**config.mk**
```make
export PLATFORM = sky130hd
export DESIGN_NAME = sld_driver
export DESIGN_NICKNAME = d
export VERILOG_FILES = /design/src/hw/sld_pkg.sv /design/src/hw/sld_driver.sv /design/src/hw/sld_buf.sv
export SDC_FILE = /design/constraint.sdc
export NUM_CORES = 1
export LEC_CHECK = 0
export ABC_AREA = 1
export BUFFER_PORTS_ARGS = -buffer_cell sky130_fd_sc_hd__buf_4
export CORE_MARGIN = 2
export CORE_UTILIZATION = 30
export CTS_CLUSTER_DIAMETER = 120
export DETAILED_ROUTE_END_ITERATION = 8
export PLACE_DENSITY_LB_ADDON = 0.12
export SLEW_MARGIN = 10
export SYNTH_ARGS = -nofsm -noshare
export SYNTH_HDL_FRONTEND = slang
export SYNTH_SLANG_ARGS = --single-unit
```
**constraint.sdc**
```tcl
create_clock -name ref_clk -period 2.1 [get_ports ref_clk]
set_clock_uncertainty 0.2 [all_clocks]
set_input_delay 0.42 -clock ref_clk [delete_from_list [all_inputs] [get_ports ref_clk]]
set_output_delay 0.42 -clock ref_clk [all_outputs]
set_load 0.01 [all_outputs]
```
**src/hw/sld_pkg.sv**
```systemverilog
package sld_pkg;

  // Stage count and reset values
  localparam int          SLD_STAGES     = 8;
  localparam logic [7:0]  SLD_SHIFT_RST  = 8'h00;
  localparam logic [7:0]  SLD_LATCH_RST  = 8'h00;
  // Output stays off after reset until the host enables it
  localparam logic        SLD_OFF_RST    = 1'b1;
  // Positions of the first and last stage
  localparam int          SLD_FIRST_POS  = 0;
  localparam int          SLD_LAST_POS   = 7;

  // Host-side serial controls, all sampled on ref_clk
  typedef struct packed {
    logic shift_clk;
    logic ser_in;
    logic strobe;
    logic out_disable;
  } sld_ctrl_type;

  // Word handed from the shift path into the buffer
  typedef struct packed {
    logic [7:0] bits;
  } sld_word_type;

endpackage

```
**src/hw/sld_driver.sv**
```systemverilog
`timescale 1ns/10ps
// Functional notes
// - Rising shift clock edge captures serial input into the first stage.
// - Later rising edges move each bit onward; last stage drives serial out.
// - Eight shift stages and eight latches, each latch feeding one output.
// - Strobe high copies each shift stage into its latch.
// - Latches follow the register while strobe high, hold while low.
// - Output disable high turns all drivers off, storage untouched.
// - Output disable low lets each driver show its own latch.
// - Serial out feeds the next device's serial in for cascading.
module sld_driver
  import sld_pkg::*;
#(
  parameter int STAGES = sld_pkg::SLD_STAGES
) (
  // Clock and reset
  input  wire logic                  ref_clk,
  input  wire logic                  reset_n,
  // Host serial controls
  input  wire sld_pkg::sld_ctrl_type ctrl,
  // Parallel word tap for a receiver, with stall
  output logic                       word_valid,
  input  wire logic                  word_ready,
  output logic [STAGES-1:0]          word_data,
  // Cascade and drivers
  output logic                       ser_out,
  output logic [STAGES-1:0]          sink_on
);
  import sld_pkg::*;

  // The cascade tap and the last-stage index are fixed to eight stages
  if (STAGES != SLD_STAGES) begin : g_bad_stages
    $error("only eight stages supported");
  end

  typedef struct packed {
    logic [STAGES-1:0] shreg;
    logic [STAGES-1:0] latch;
    logic [STAGES-1:0] drive;
    logic              clk_prev;
    logic              ser;
    logic              pend;
    // Registered word tap toward the receiver
    logic              tap_valid;
    logic [STAGES-1:0] tap_data;
  } sld_state_type;

  sld_state_type st_ff;
  sld_state_type nxt_st;
  logic          rise;
  logic          buf_ready;
  logic          buf_valid;
  logic [STAGES-1:0] buf_data;
  logic          tap_free;

  assign rise = ctrl.shift_clk && !st_ff.clk_prev;
  // The tap only pulls from the buffer when its own register is free or being read
  assign tap_free = !st_ff.tap_valid || word_ready;

  always_comb begin
    nxt_st          = st_ff;
    nxt_st.clk_prev = ctrl.shift_clk;
    if (rise) begin
      nxt_st.shreg = {st_ff.shreg[STAGES-2:0], ctrl.ser_in};
    end
    // Without a rise, the shift register keeps its bits.
    nxt_st.ser = nxt_st.shreg[SLD_LAST_POS];
    // Transparent latch: the strobe passes the updated register straight on
    if (ctrl.strobe) begin
      nxt_st.latch = nxt_st.shreg;
    end
    // Disable only gates drivers; latch and register are left alone
    if (ctrl.out_disable) begin
      nxt_st.drive = '0;
    end else begin
      nxt_st.drive = nxt_st.latch;
    end
    // Offer each freshly latched word to the receiver; a stall holds it.
    // One pending flag only: a strobe held high offers a word every other cycle.
    nxt_st.pend = (st_ff.pend && !buf_ready) || (ctrl.strobe && !st_ff.pend);
    // Output register of the tap; a word leaves the buffer only when it lands here
    if (tap_free) begin
      nxt_st.tap_valid = buf_valid;
      nxt_st.tap_data  = buf_data;
    end
  end

  always_ff @(posedge ref_clk or negedge reset_n) begin
    if (!reset_n) begin
      st_ff          <= '0;
      st_ff.shreg    <= SLD_SHIFT_RST;
      st_ff.latch    <= SLD_LATCH_RST;
      st_ff.clk_prev <= 1'b0;
    end else begin
      st_ff <= nxt_st;
    end
  end

  // Word tap buffer between latches and receiver
  sld_buf #(.WIDTH(STAGES)) u_buf (
    .ref_clk   (ref_clk),
    .reset_n   (reset_n),
    .in_valid  (st_ff.pend),
    .in_ready  (buf_ready),
    .in_data   (st_ff.latch),
    .out_valid (buf_valid),
    .out_ready (tap_free),
    .out_data  (buf_data)
  );

  assign word_valid = st_ff.tap_valid;
  assign word_data  = st_ff.tap_data;
  assign ser_out    = st_ff.ser;
  assign sink_on    = st_ff.drive;

  property p_shift_in;
    @(posedge ref_clk) disable iff (!reset_n)
      rise |=> st_ff.shreg[SLD_FIRST_POS] == $past(ctrl.ser_in);
  endproperty
  a_shift_in: assert property (p_shift_in) else $error("first stage missed data");

  property p_shift_on;
    @(posedge ref_clk) disable iff (!reset_n)
      rise |=> st_ff.shreg[STAGES-1:1] == $past(st_ff.shreg[STAGES-2:0]);
  endproperty
  a_shift_on: assert property (p_shift_on) else $error("stages did not advance");

  property p_hold;
    @(posedge ref_clk) disable iff (!reset_n)
      !rise |=> $stable(st_ff.shreg);
  endproperty
  a_hold: assert property (p_hold) else $error("register moved without edge");

  property p_ser_out;
    @(posedge ref_clk) disable iff (!reset_n)
      ser_out == st_ff.shreg[SLD_LAST_POS];
  endproperty
  a_ser_out: assert property (p_ser_out) else $error("serial out not last stage");

  property p_latch_load;
    @(posedge ref_clk) disable iff (!reset_n)
      ctrl.strobe |=> st_ff.latch == st_ff.shreg;
  endproperty
  a_latch_load: assert property (p_latch_load) else $error("latch missed strobe");

  property p_latch_hold;
    @(posedge ref_clk) disable iff (!reset_n)
      !ctrl.strobe |=> $stable(st_ff.latch);
  endproperty
  a_latch_hold: assert property (p_latch_hold) else $error("latch changed while closed");

  property p_off;
    @(posedge ref_clk) disable iff (!reset_n)
      ctrl.out_disable |=> sink_on == '0;
  endproperty
  a_off: assert property (p_off) else $error("drivers on while disabled");

  property p_follow;
    @(posedge ref_clk) disable iff (!reset_n)
      !ctrl.out_disable |=> sink_on == st_ff.latch;
  endproperty
  a_follow: assert property (p_follow) else $error("drivers differ from latch");

  // Transparent latch: a strobe in the shifting cycle passes the new bit on at once
  property p_transparent;
    @(posedge ref_clk) disable iff (!reset_n)
      ctrl.strobe && rise |=> st_ff.latch[SLD_FIRST_POS] == $past(ctrl.ser_in);
  endproperty
  a_transparent: assert property (p_transparent) else $error("latch not transparent");

  // The cascade output always presents the bit that the next device will take
  property p_ser_next;
    @(posedge ref_clk) disable iff (!reset_n)
      rise |=> ser_out == $past(st_ff.shreg[SLD_LAST_POS-1]);
  endproperty
  a_ser_next: assert property (p_ser_next) else $error("cascade out skipped");

  property p_ser_hold;
    @(posedge ref_clk) disable iff (!reset_n)
      !rise |=> $stable(ser_out);
  endproperty
  a_ser_hold: assert property (p_ser_hold) else $error("cascade out moved");

  // Blanking must leave both register and latches alone
  property p_off_storage;
    @(posedge ref_clk) disable iff (!reset_n)
      ctrl.out_disable && !ctrl.strobe && !rise
      |=> $stable(st_ff.latch) && $stable(st_ff.shreg);
  endproperty
  a_off_storage: assert property (p_off_storage) else $error("blanking moved storage");

  // Each output is fed by its own latch bit and gated by the common disable only
  for (genvar b = 0; b < STAGES; b++) begin : g_bit
    property p_bit_own;
      @(posedge ref_clk) disable iff (!reset_n)
        ctrl.strobe && !ctrl.out_disable |=> sink_on[b] == st_ff.shreg[b];
    endproperty
    a_bit_own: assert property (p_bit_own) else $error("output bit mismatch");
  end

  // Word tap: an offered word stands until the receiver takes it
  property p_tap_keep;
    @(posedge ref_clk) disable iff (!reset_n)
      word_valid && !word_ready |=> word_valid;
  endproperty
  a_tap_keep: assert property (p_tap_keep) else $error("word withdrawn before taken");

  property p_tap_data;
    @(posedge ref_clk) disable iff (!reset_n)
      word_valid && !word_ready |=> $stable(word_data);
  endproperty
  a_tap_data: assert property (p_tap_data) else $error("word changed before taken");

  // Main scenarios: shifting, transparent follow, blanked load, load pulse, stall
  c_shift: cover property (@(posedge ref_clk) disable iff (!reset_n) rise);
  c_follow: cover property (@(posedge ref_clk) disable iff (!reset_n) ctrl.strobe && rise);
  c_blank: cover property (@(posedge ref_clk) disable iff (!reset_n)
    ctrl.strobe && ctrl.out_disable);
  c_load: cover property (@(posedge ref_clk) disable iff (!reset_n) ctrl.strobe ##1 !ctrl.strobe);
  c_stall: cover property (@(posedge ref_clk) disable iff (!reset_n) !buf_ready);
endmodule // sld_driver

```
**src/hw/sld_buf.sv**
```systemverilog
`timescale 1ns/10ps
// Two-entry skid buffer; source stalls when full
module sld_buf #(
  parameter int WIDTH = 8
) (
  // Clock and reset
  input  wire logic             ref_clk,
  input  wire logic             reset_n,
  // Fill side
  input  wire logic             in_valid,
  output logic                  in_ready,
  input  wire logic [WIDTH-1:0] in_data,
  // Drain side
  output logic                  out_valid,
  input  wire logic             out_ready,
  output logic [WIDTH-1:0]      out_data
);
  if (WIDTH < 1) begin : g_bad_width
    $error("WIDTH must be positive");
  end

  typedef struct packed {
    logic [1:0][WIDTH-1:0] mem;
    logic                  wp;
    logic                  rp;
    logic [1:0]            cnt;
  } sld_buf_state_type;

  sld_buf_state_type st_ff;
  sld_buf_state_type nxt_st;
  logic              push;
  logic              pop;

  assign in_ready  = (st_ff.cnt != 2'h2);
  assign out_valid = (st_ff.cnt != 2'h0);
  assign out_data  = st_ff.mem[st_ff.rp];
  assign push      = in_valid && in_ready;
  assign pop       = out_valid && out_ready;

  always_comb begin
    nxt_st = st_ff;
    if (push) begin
      nxt_st.mem[st_ff.wp] = in_data;
      nxt_st.wp            = ~st_ff.wp;
    end
    if (pop) begin
      nxt_st.rp = ~st_ff.rp;
    end
    nxt_st.cnt = st_ff.cnt + {1'b0, push} - {1'b0, pop};
  end

  always_ff @(posedge ref_clk or negedge reset_n) begin
    if (!reset_n) begin
      st_ff <= '0;
    end else begin
      st_ff <= nxt_st;
    end
  end

  property p_no_overflow;
    @(posedge ref_clk) disable iff (!reset_n)
      st_ff.cnt <= 2'h2;
  endproperty
  a_no_overflow: assert property (p_no_overflow) else $error("buffer count out of range");
endmodule // sld_buf

```
# Word-level counts from Yosys, hierarchy flattened
# Index checks and enable logic that the tools add are counted.
# op_classes
add_sub_neg	2
mul	0
div	0
magnitude_cmp	3
n_eq_ne	1
shifts	0
mux	8
n_bitwise	2
n_reduce_logical	13
# op_table
cell	count
2-to-1 mux 8 bit	6
bitwise mux 16 bit	1
demux 8 bit (select 1 bit)	1
logical AND 1 bit	6
zero test 1 bit	4
less-than comparator 1 x 2 -> 1 bit, second input constant	2
adder 2 x 1 -> 2 bit	1
logical OR 1 bit	2
inequality test 2 bit, second input constant	1
NOT 1 bit	2
nonzero test 2 bit	1
subtractor 2 x 1 -> 2 bit	1
>= comparator 1 bit, second input constant	1
# word_totals
reg_bits	56
latchBits	0
ramBits	0
rom_bits	0
output_inout_bits	18
elab_cells	42
memories	0

# Depth between registers and ports, before layout
# Gate-level depths: netlist of run 1.
# logic_depth
word_depth	5
ltp_mapped	8
mapped_depth_nobuf	8

# Hierarchy
# Synthesis of run 1 repeated with hierarchy kept, for this count alone.
# hier_totals
cells_unflattened	276
area_unflattened_um2	2457.4
# modules_own_cells
mod	instances	cells_each	area_per_inst_um2	seq_area_each_um2
sld_driver	1	151	1448.9	875.8
sld_buf	1	125	1008.5	500.5

# Worst setup path after synthesis of run 1
# OpenSTA, ideal clock, no wires.
# synth_timing
path_kind	input-to-reg
start	input word_ready
end	register u_buf.st_ff[1] (netlist bit)
t_arrival_ns	1.368
setup_slack_ns	0.410
stages	8
n_path_buf	0
cell_sequence	inv_1 nand2_2 o21ai_0 inv_1 ha_1 inv_1 ha_1 xnor2_1
# synth_rtl
item	line_no	rtl
from (decl)	sld_driver.sv:23	input wire logic word_ready,
to (signal assigned)	sld_buf.sv:56	st_ff <= nxt_st;
to (decl)	sld_buf.sv:29	sld_buf_state_type st_ff;

==> metrics.txt, run 1 <==
Die Height 92.0 um; Worst EP required 2100 ps; diode count 0; status complete, no violations; vias between 1000 and 1500; TritonCTS buffer count 5; vias in the first global route 1593; die width roughly 92 um; vias per inst 4.15; Reg clk slew, reported paths 90 ps; CTS tree built; placed insts approximately 350; std cell rows 32; DRT Wirelength 4.10 mm; DRC 0; Initial DRC Count 72; Post-DRT Antenna Nets 0; CP arrival 1750 ps; CTS Hold Bufs 1; Detail Placement HPWL about 2.8 mm; register area roughly 1400 um2; HP Class primary input to flop; Max Buffers Root-to-Sink 2; share of cells above drive strength 1 18.7%; GRT Overall Usage 11.1%; Core ar. approximately 7600 um2; crit path time final 1750 ps; final core utilization 33.8%; worst r2r dst u_buf.st_ff[1]; actual slew at the worst max-slew pin ~700 ps; grt ovf 0; FF-to-FF setup slack about 350 ps; max cap viols 0; Setup Buffers After CTS 0; post-CTS resize count 0; Worst Hold Path Cells 1; type of the worst setup path flop to flop; Pre-antenna DRT Iters 4; syn_area_per_cell 9.41 um2; Port-buffer cells 24; Clock H-tree levels 2; IO Pins 25; clock sinks 55; register area share after synthesis between 50% and 60%; Nets around 270; Slew Limit Fails 0; gpl congestion 0.677; Achievable Freq 0.570 GHz; Max Fanout on Critical Path 3; Initial Util 30.6%; startpoint types flop; Hold Path Origin ctrl[3]; fillcell total 835; Syn Inst Count 247; flops & latches, synth 55; Slew headroom roughly 54%; cell area power density 1270 nW/um2; Fin Setup TNS 0 ps; largest net degree at the start of global routing 56; Area Overhead vs Synth 10.5%; synthesized net count 256; initial antenna violation count 0; global-route wire length before repair between 7 and 8 mm; Hold EP st_ff[11]; post-synth cell types 21; final setup fails 0; hold slack 124 ps; non-filler cells, final 359; RSZ-0062 raised after global routing false; Ys Warns 0; die area 8470 um2; Clock Tree Root clkbuf_8; Avg WL per Cell 11.4 um; RR Startpoint u_buf.st_ff[1]; Skew-Pair Late Insertion Delay 300 ps; VDD IR max 359 uV; Final Hold Vio Count 0; Multi-input gate area 723 um2; leakage 0.00132 uW; Synth Cell Area 2320 um2; final period utilization 83.5%; cell count of the worst reg-to-reg path 6; Crit. End Element flop
==> cell usage after synthesis <==
| cell type | count | area (um2) |
|---|---|---|
| dfrtp_1 | 55 | 1380 |
| nor2_1 | 20 | 75.1 |
| nor2_4 | 2 | 22.5 |
| inv_1 | 13 | 48.8 |
| inv_2 | 2 | 7.51 |
| clkinv_1 | 1 | 3.75 |
| o21ai_1 | 10 | 50.1 |
| buf_6 | 1 | 11.3 |
| xor2_1 | 1 | 8.76 |
| xnor2_1 | 2 | 17.5 |
| or2_2 | 8 | 50.1 |
| nand2_4 | 2 | 22.5 |
| nand2_1 | 73 | 274 |
| buf_4 | 18 | 135 |
| a31oi_1 | 8 | 50.1 |
| buf_2 | 3 | 15.0 |
| ha_1 | 2 | 25.0 |
| buf_1 | 1 | 3.75 |
| nand2_2 | 2 | 12.5 |
| o21ai_0 | 7 | 35.0 |
| nand3_1 | 16 | 80.1 |
==> sequential cells by signal, summed over array words and instances (netlist names) <==
signal and count:
word_valid 1, sink_on 8, u_buf.st_ff 20, word_data 8
ser_out 1, st_ff 17
==> power by group <==
part / total (uW) / internal, uW / switching, uW / leakage (uW)
logic: 1110 / 461 / 650 / 0.000602
clock network: 543 / 222 / 321 / 0.0000361
registers: 1610 / 1410 / 207 / 0.000687
total: 3270 / 2090 / 1180 / 0.00132
==> routing by layer <==
metal  track usage [%]  up-vias  wire length (um)  share of wire [%]
li1                  -      784                 -                  -
met1              14.2      674              2020                 49
met2              18.1       23              1870                 46
met3              2.47        8               129                3.1
met4              4.85        0                79                1.9
met5                 0        -                 0                  0
==> critical path, stage by stage (launching register included) <==
cell and delay, ps:
dfrtp_1 420, o21ai_0 330, inv_1 90, ha_1 280, inv_1 40, ha_1 180, xnor2_1 120
==> stage by stage <==
step | instance area, um2 | setup WS, ps | total power, uW
3_3_place_gp | 2480 | 317 | 2760
5_1_grt | 2570 | 267 | 3600
4_1_cts | 2570 | 336 | 3340
6_report | 2570 | 347 | 3270
2_1_floorplan | 2320 | 410 | 2530
3_5_place_dp | 2480 | 295 | 2780
==> kinds of logic (layout without fill, tap and decap cells) <==
family                     after synthesis  after routing  synth area share (%)
and+or+nand+nor                        123            123                  23.1
DFF                                     55             55                  59.2
buffers and inverters                   39             49                  9.69
AOI/OAI and AO/OA                       25             25                  5.81
xor gates and xnor gates                 3              3                  1.13
adders and majority gates                2              2                  1.08
==> area by class of cell <==
cell class,count,share of cell area (%)
Timing Repair Buffer,27,7.99
Multi-Input combinational cell,153,28.2
Sequential cell,55,53.6
Clock buffer,5,2.68
Tap cell,102,4.97
Inverter,16,2.34
Clock inverter,1,0.292
==> cells in the final DEF (no fill, tap or decap) <==
master and instances:
xnor2_1 2, or2_2 8, clkinv_1 1, clkinvlp_4 1, nor2_4 2, o21ai_0 7, dfrtp_1 55, xor2_1 1
inv_1 13, a31oi_1 8, ha_1 2, nand2_4 2, nand2_2 2, o21ai_1 10, clkbuf_8 5, nor2_1 20
nand3_1 16, inv_2 2, nand2_1 73, dlygate4sd3_1 1, buf_4 26
==> worst max path at each step <==
stage,depth (start not counted),start,to
2_1_floorplan,8,word_ready,u_buf.st_ff[1]
3_3_place_gp,9,word_ready,u_buf.st_ff[1]
3_5_place_dp,9,word_ready,u_buf.st_ff[1]
4_1_cts,6,u_buf.st_ff[1],u_buf.st_ff[1]
5_1_grt,6,u_buf.st_ff[1],u_buf.st_ff[1]
6_report,6,u_buf.st_ff[1],u_buf.st_ff[1]
Power figures use the tool's default switching activity.
==> run 2: changes to the inputs <==
==> constraint.sdc (replaced) <==
create_clock -name ref_clk -period 1.8 [get_ports ref_clk]
set_clock_uncertainty 0.2 [all_clocks]
set_input_delay 0.36 -clock ref_clk [delete_from_list [all_inputs] [get_ports ref_clk]]
set_output_delay 0.36 -clock ref_clk [all_outputs]
set_load 0.01 [all_outputs]
==> run 2 against run 1 <==
- sequential share of layout area down 1.3 points
- setup slack worse by 140 ps
- maximum frequency up 10%
- flip-flop and latch count unchanged
- clock power up 37%
- non-clock buffer count up 3
- largest power group unchanged
- highest routed layer unchanged
==> metrics.txt, run 2 (synthesis gave the netlist of run 1 again) <==
status complete, no violations; CTS tree built; Hold EP st_ff[11]; Most flops, register u_buf.st_ff; worst r2r dst u_buf.st_ff[1]; actual slew at the worst max-slew pin 301 ps; TritonCTS buffer count 5; std cell rows 32; top flop regs u_buf.st_ff: 20 flops, st_ff: 17 flops; largest net degree at the start of global routing 56; share of cells above drive strength 1 20.2%; Port-buffer cells 24; Die Height 92.0 um; Pre-antenna DRT Iters 4; Max Buffers Root-to-Sink 2; Fin Setup TNS 0 ps; DRT Wirelength 4.12 mm; Initial Util a little under a third; hold slack 59.5 ps; Slew headroom roughly four fifths; Achievable Freq 0.628 GHz; Core ar. about 7600 um2; Post-DRT Antenna Nets 0; Nets 270; global-route wire length before repair approximately 7.6 mm; initial antenna violation count 0; GRT Overall Usage about 11%; IO Pins 25; CP arrival around 1600 ps; cell area power density about 1500 nW/um2; die width a little over 90 um; RR Startpoint u_buf.st_ff[1]; Max Fanout on Critical Path 3; vias in the first global route ~1700; Worst Hold Path Cells 1; crit path time final roughly 1600 ps; Slew Limit Fails 0; type of the worst setup path flop to flop; VDD IR max around 320 uV; max cap viols 0; CTS Hold Bufs 1; Avg WL per Cell ~11 um; HP Class primary input to flop; Final Hold Vio Count 0; Crit. End Element flop; leakage 0.00136 uW; commonest non-fill, non-tap cell in the layout nand2_1; Detail Placement HPWL 2.77 mm; DRC 0; cell count of the worst reg-to-reg path 6; die area about 8500 um2; max reg flops 20; Setup Buffers After CTS 0; Reg clk slew, reported paths approximately 100 ps; startpoint types flop; DR WL met2 1.87 mm; Hold Path Origin ctrl[3]; critical path cell sequence o21ai_0 -> inv_1 -> ha_1 -> inv_1 -> ha_1 -> xnor2_1; vias per inst 4.05; FF-to-FF setup slack 210 ps; grt ovf 0; gpl congestion around 0.7; commonest cells after routing, fill and taps aside 73 x nand2_1, 55 x dfrtp_1, 28 x buf_4, 20 x nor2_1, 16 x nand3_1; Initial DRC Count between 50 and 60; Metal-1 WL 2.09 mm; Worst EP required 1800 ps; post-CTS resize count 0; delay-heaviest family, CP adder cells; diode count 0; Skew-Pair Late Insertion Delay 300 ps; Buffers & Inverters on Critical Path 2; final setup fails 0; Max Used Layer met4; clock sinks 55; Met3 Routed Length 142 um; crit path max-delay cell type dfrtp_1; Area Overhead vs Synth 13.2%; final period utilization 88.5%; Worst path max stage delay 420 ps; vias approximately 1500; RSZ-0062 raised after global routing false; Clock H-tree levels 2; Clock Tree Root clkbuf_8
run 2: changes by cell type in the layout (fill, tap and decap cells not counted):
cell      before  now
buf_4         26   28
buf_12         0    1
clkbuf_8       5    7
run 2: how the worst max path moves through the flow:
stage | cells past startpoint | to | start
final | 6 | u_buf.st_ff[1] | u_buf.st_ff[1]
after global routing | 6 | u_buf.st_ff[1] | u_buf.st_ff[1]
after CTS | 6 | u_buf.st_ff[1] | u_buf.st_ff[1]
after detailed placement | 9 | u_buf.st_ff[1] | word_ready
after global placement | 9 | u_buf.st_ff[1] | word_ready
after floorplan | 6 | u_buf.st_ff[1] | u_buf.st_ff[1]
run 2: final cells by class:
class,count,area (um2)
inverters,16,60.1
multi-input cells,153,723
flip-flops and latches,55,1380
well taps,102,128
clock buffers,7,96.3
repair buffers,30,240
clock inverters,1,7.51
fillers,810,4980
run 2: through the flow:
step                      area [um2]  instances  total power (uW)  utilization (%)  setup WS [ps]
after detailed placement        2520        355              3280             33.1            146
after global routing            2630        364              4360             34.6           79.3
after floorplan                 2320        247              2960                -            146
after global placement          2520        355              3270             33.1            150
after CTS                       2630        364              4040             34.6            186
final                           2630        364              3970             34.6            207
run 2: routing by layer:
metal,vias to the layer above,track usage (%)
li1,790,-
met1,655,14.8
met2,28,18.4
met3,2,2.55
met4,0,2.99
met5,-,0
run 2: power breakdown:
| part | internal, uW | switching (uW) |
|---|---|---|
| Sequential | 1640 | 223 |
| Clock | 351 | 392 |
| Combinational | 571 | 788 |
==> run 3: changes to the inputs <==
--- a/config.mk
+++ b/config.mk
@@ -8,7 +8,7 @@
 export ABC_AREA = 1
 export BUFFER_PORTS_ARGS = -buffer_cell sky130_fd_sc_hd__buf_4
 export CORE_MARGIN = 2
-export CORE_UTILIZATION = 30
+export CORE_UTILIZATION = 57
 export CTS_CLUSTER_DIAMETER = 120
 export DETAILED_ROUTE_END_ITERATION = 8
 export PLACE_DENSITY_LB_ADDON = 0.12
==> run 3 against run 2 <==
- register-to-register slack worse by 30 ps
- first-iteration DRC count is 12% lower
- critical path depth stayed put
- total power is 2.8% higher
- wire length is 7.6% lower
- clock power is 13% higher
- utilization is 30 points higher
- die area is 46% lower
- global-route usage is 8.4 points higher
- hold slack worse by 3.6 ps
- critical path type unchanged
- largest power group unchanged
==> metrics.txt, run 3 (synthesis gave the netlist of run 1 again) <==
status complete, no violations; global-route wire length before repair 6.44 mm; gpl congestion ~0.73; share of power burned in registers 45.9%; Buffers & Inverters on Critical Path 2; Crit. End Element flop; Hold Path Origin ctrl[3]; actual slew at the worst max-slew pin 283 ps; Max Fanout on Critical Path 3; grt ovf 0; Initial DRC Count 51; max reg flops 20; leakage 0.00137 uW; hold slack roughly 56 ps; largest net degree at the start of global routing 56; post-CTS resize count 0; Clock Tree Root clkbuf_8; VDD IR max 762 uV; std cell rows 23; Worst EP required 1800 ps; Slew headroom 81.2%; Comb pwr share 33.5%; final period utilization 90.3%; Multi-input gate area slightly above 700 um2; die area 4600 um2; Worst path max stage delay between 400 and 500 ps; Worst Hold Path Cells 1; DRT Wirelength approximately 3.8 mm; Hold EP st_ff[11]; max cap viols 0; fillcell total 340; clock sinks 55; GRT Overall Usage 19.6%; CP arrival about 1600 ps; Achievable Freq 0.615 GHz; Core ar. approximately 4000 um2; Fin Setup TNS 0 ps; Clock H-tree levels 2; commonest cells after routing, fill and taps aside 73 x nand2_1, 55 x dfrtp_1, 28 x buf_4, 20 x nor2_1, 16 x nand3_1; startpoint types flop; final core utilization between 60% and 70%; vias in the first global route 1408; Initial Util 58.5%; vias per inst 5.04; DRC 0; Die Height 67.9 um; commonest non-fill, non-tap cell in the layout nand2_1; Area Overhead vs Synth 11.0%; top flop regs u_buf.st_ff: 20 flops, st_ff: 17 flops; critical path cell sequence o21ai_0 -> inv_1 -> ha_1 -> inv_1 -> ha_1 -> xnor2_1; switching share of power 34.6%; Pre-antenna DRT Iters 4; Max Buffers Root-to-Sink 2; Post-DRT Antenna Nets 0; delay-heaviest family, CP adder cells; final setup fails 0; Slew Limit Fails 0; RSZ-0062 raised after global routing false; Psw 1410 uW; RR Startpoint u_buf.st_ff[1]; crit path max-delay cell type dfrtp_1; FF-to-FF setup slack 170 ps; Reg clk slew, reported paths 90 ps; Avg WL per Cell 12.2 um; crit path time final approximately 1600 ps; Detail Placement HPWL 2.51 mm; register area 1380 um2; diode count 0; share of cells above drive strength 1 20.2%; type of the worst setup path flop to flop; Port-buffer cells 24; Skew-Pair Late Insertion Delay 310 ps; Most flops, register u_buf.st_ff; TritonCTS buffer count 5; cell area power density ~1600 nW/um2; cell count of the worst reg-to-reg path 6; vias 1571; HP Class primary input to flop; CTS tree built; Internal Dissipation 2660 uW; worst r2r dst u_buf.st_ff[1]; IO Pins 25; clock share of power roughly a fifth; die width 67.9 um; initial antenna violation count 0; Nets 270; Final Hold Vio Count 0
run 3: power by group through the flow:
stage               sequential [uW]  combinational [uW]  clock [uW]
detailed placement             1900                1380           0
finish                         1870                1370         838
global placement               1870                1350           0
CTS                            1880                1390         858
floorplan                      1830                1120           0
global route                   1910                1580         911
run 3: worst max-delay path by stage:
stage / start / to / slack, ps / cells after the start
finish: u_buf.st_ff[1] / u_buf.st_ff[1] / 170 / 6
global route: u_buf.st_ff[1] / u_buf.st_ff[1] / 80 / 6
CTS: u_buf.st_ff[1] / u_buf.st_ff[1] / 150 / 6
floorplan: u_buf.st_ff[1] / u_buf.st_ff[1] / 150 / 6
global placement: word_ready / u_buf.st_ff[1] / 160 / 9
detailed placement: word_ready / u_buf.st_ff[1] / 130 / 9
run 3: area by class of cell:
type	instances	area share (%)
well taps	50	2.42
clock inverters	2	1.36
inverters	16	2.33
clock buffers	6	3.20
flip-flops and latches	55	53.3
multi-input cells	153	28.0
repair buffers	30	9.31
run 3: stage by stage:
stage                     std cells  setup slack [ps]  total power (uW)  cell area (um2)
after floorplan                 247               146              2960             2320
after global placement          303               157              3220             2450
after detailed placement        303               127              3270             2450
after CTS                       312               151              4120             2580
after global routing            312              76.4              4400             2580
final                           312               175              4080             2580
run 3: metal layers:
layer  track usage, %  routed length [um]  share of wire (%)
met1             24.3                1760                 46
met2             31.6                1850                 49
met3             3.95                 159                4.2
met4             12.0                  44                1.2
met5                0                   0                  0
run 3: what timing repair did:
item	4_1_cts	5_1_grt
hold endpoints to repair	55	0
hold buffers	1	0
buffers inserted	0	0
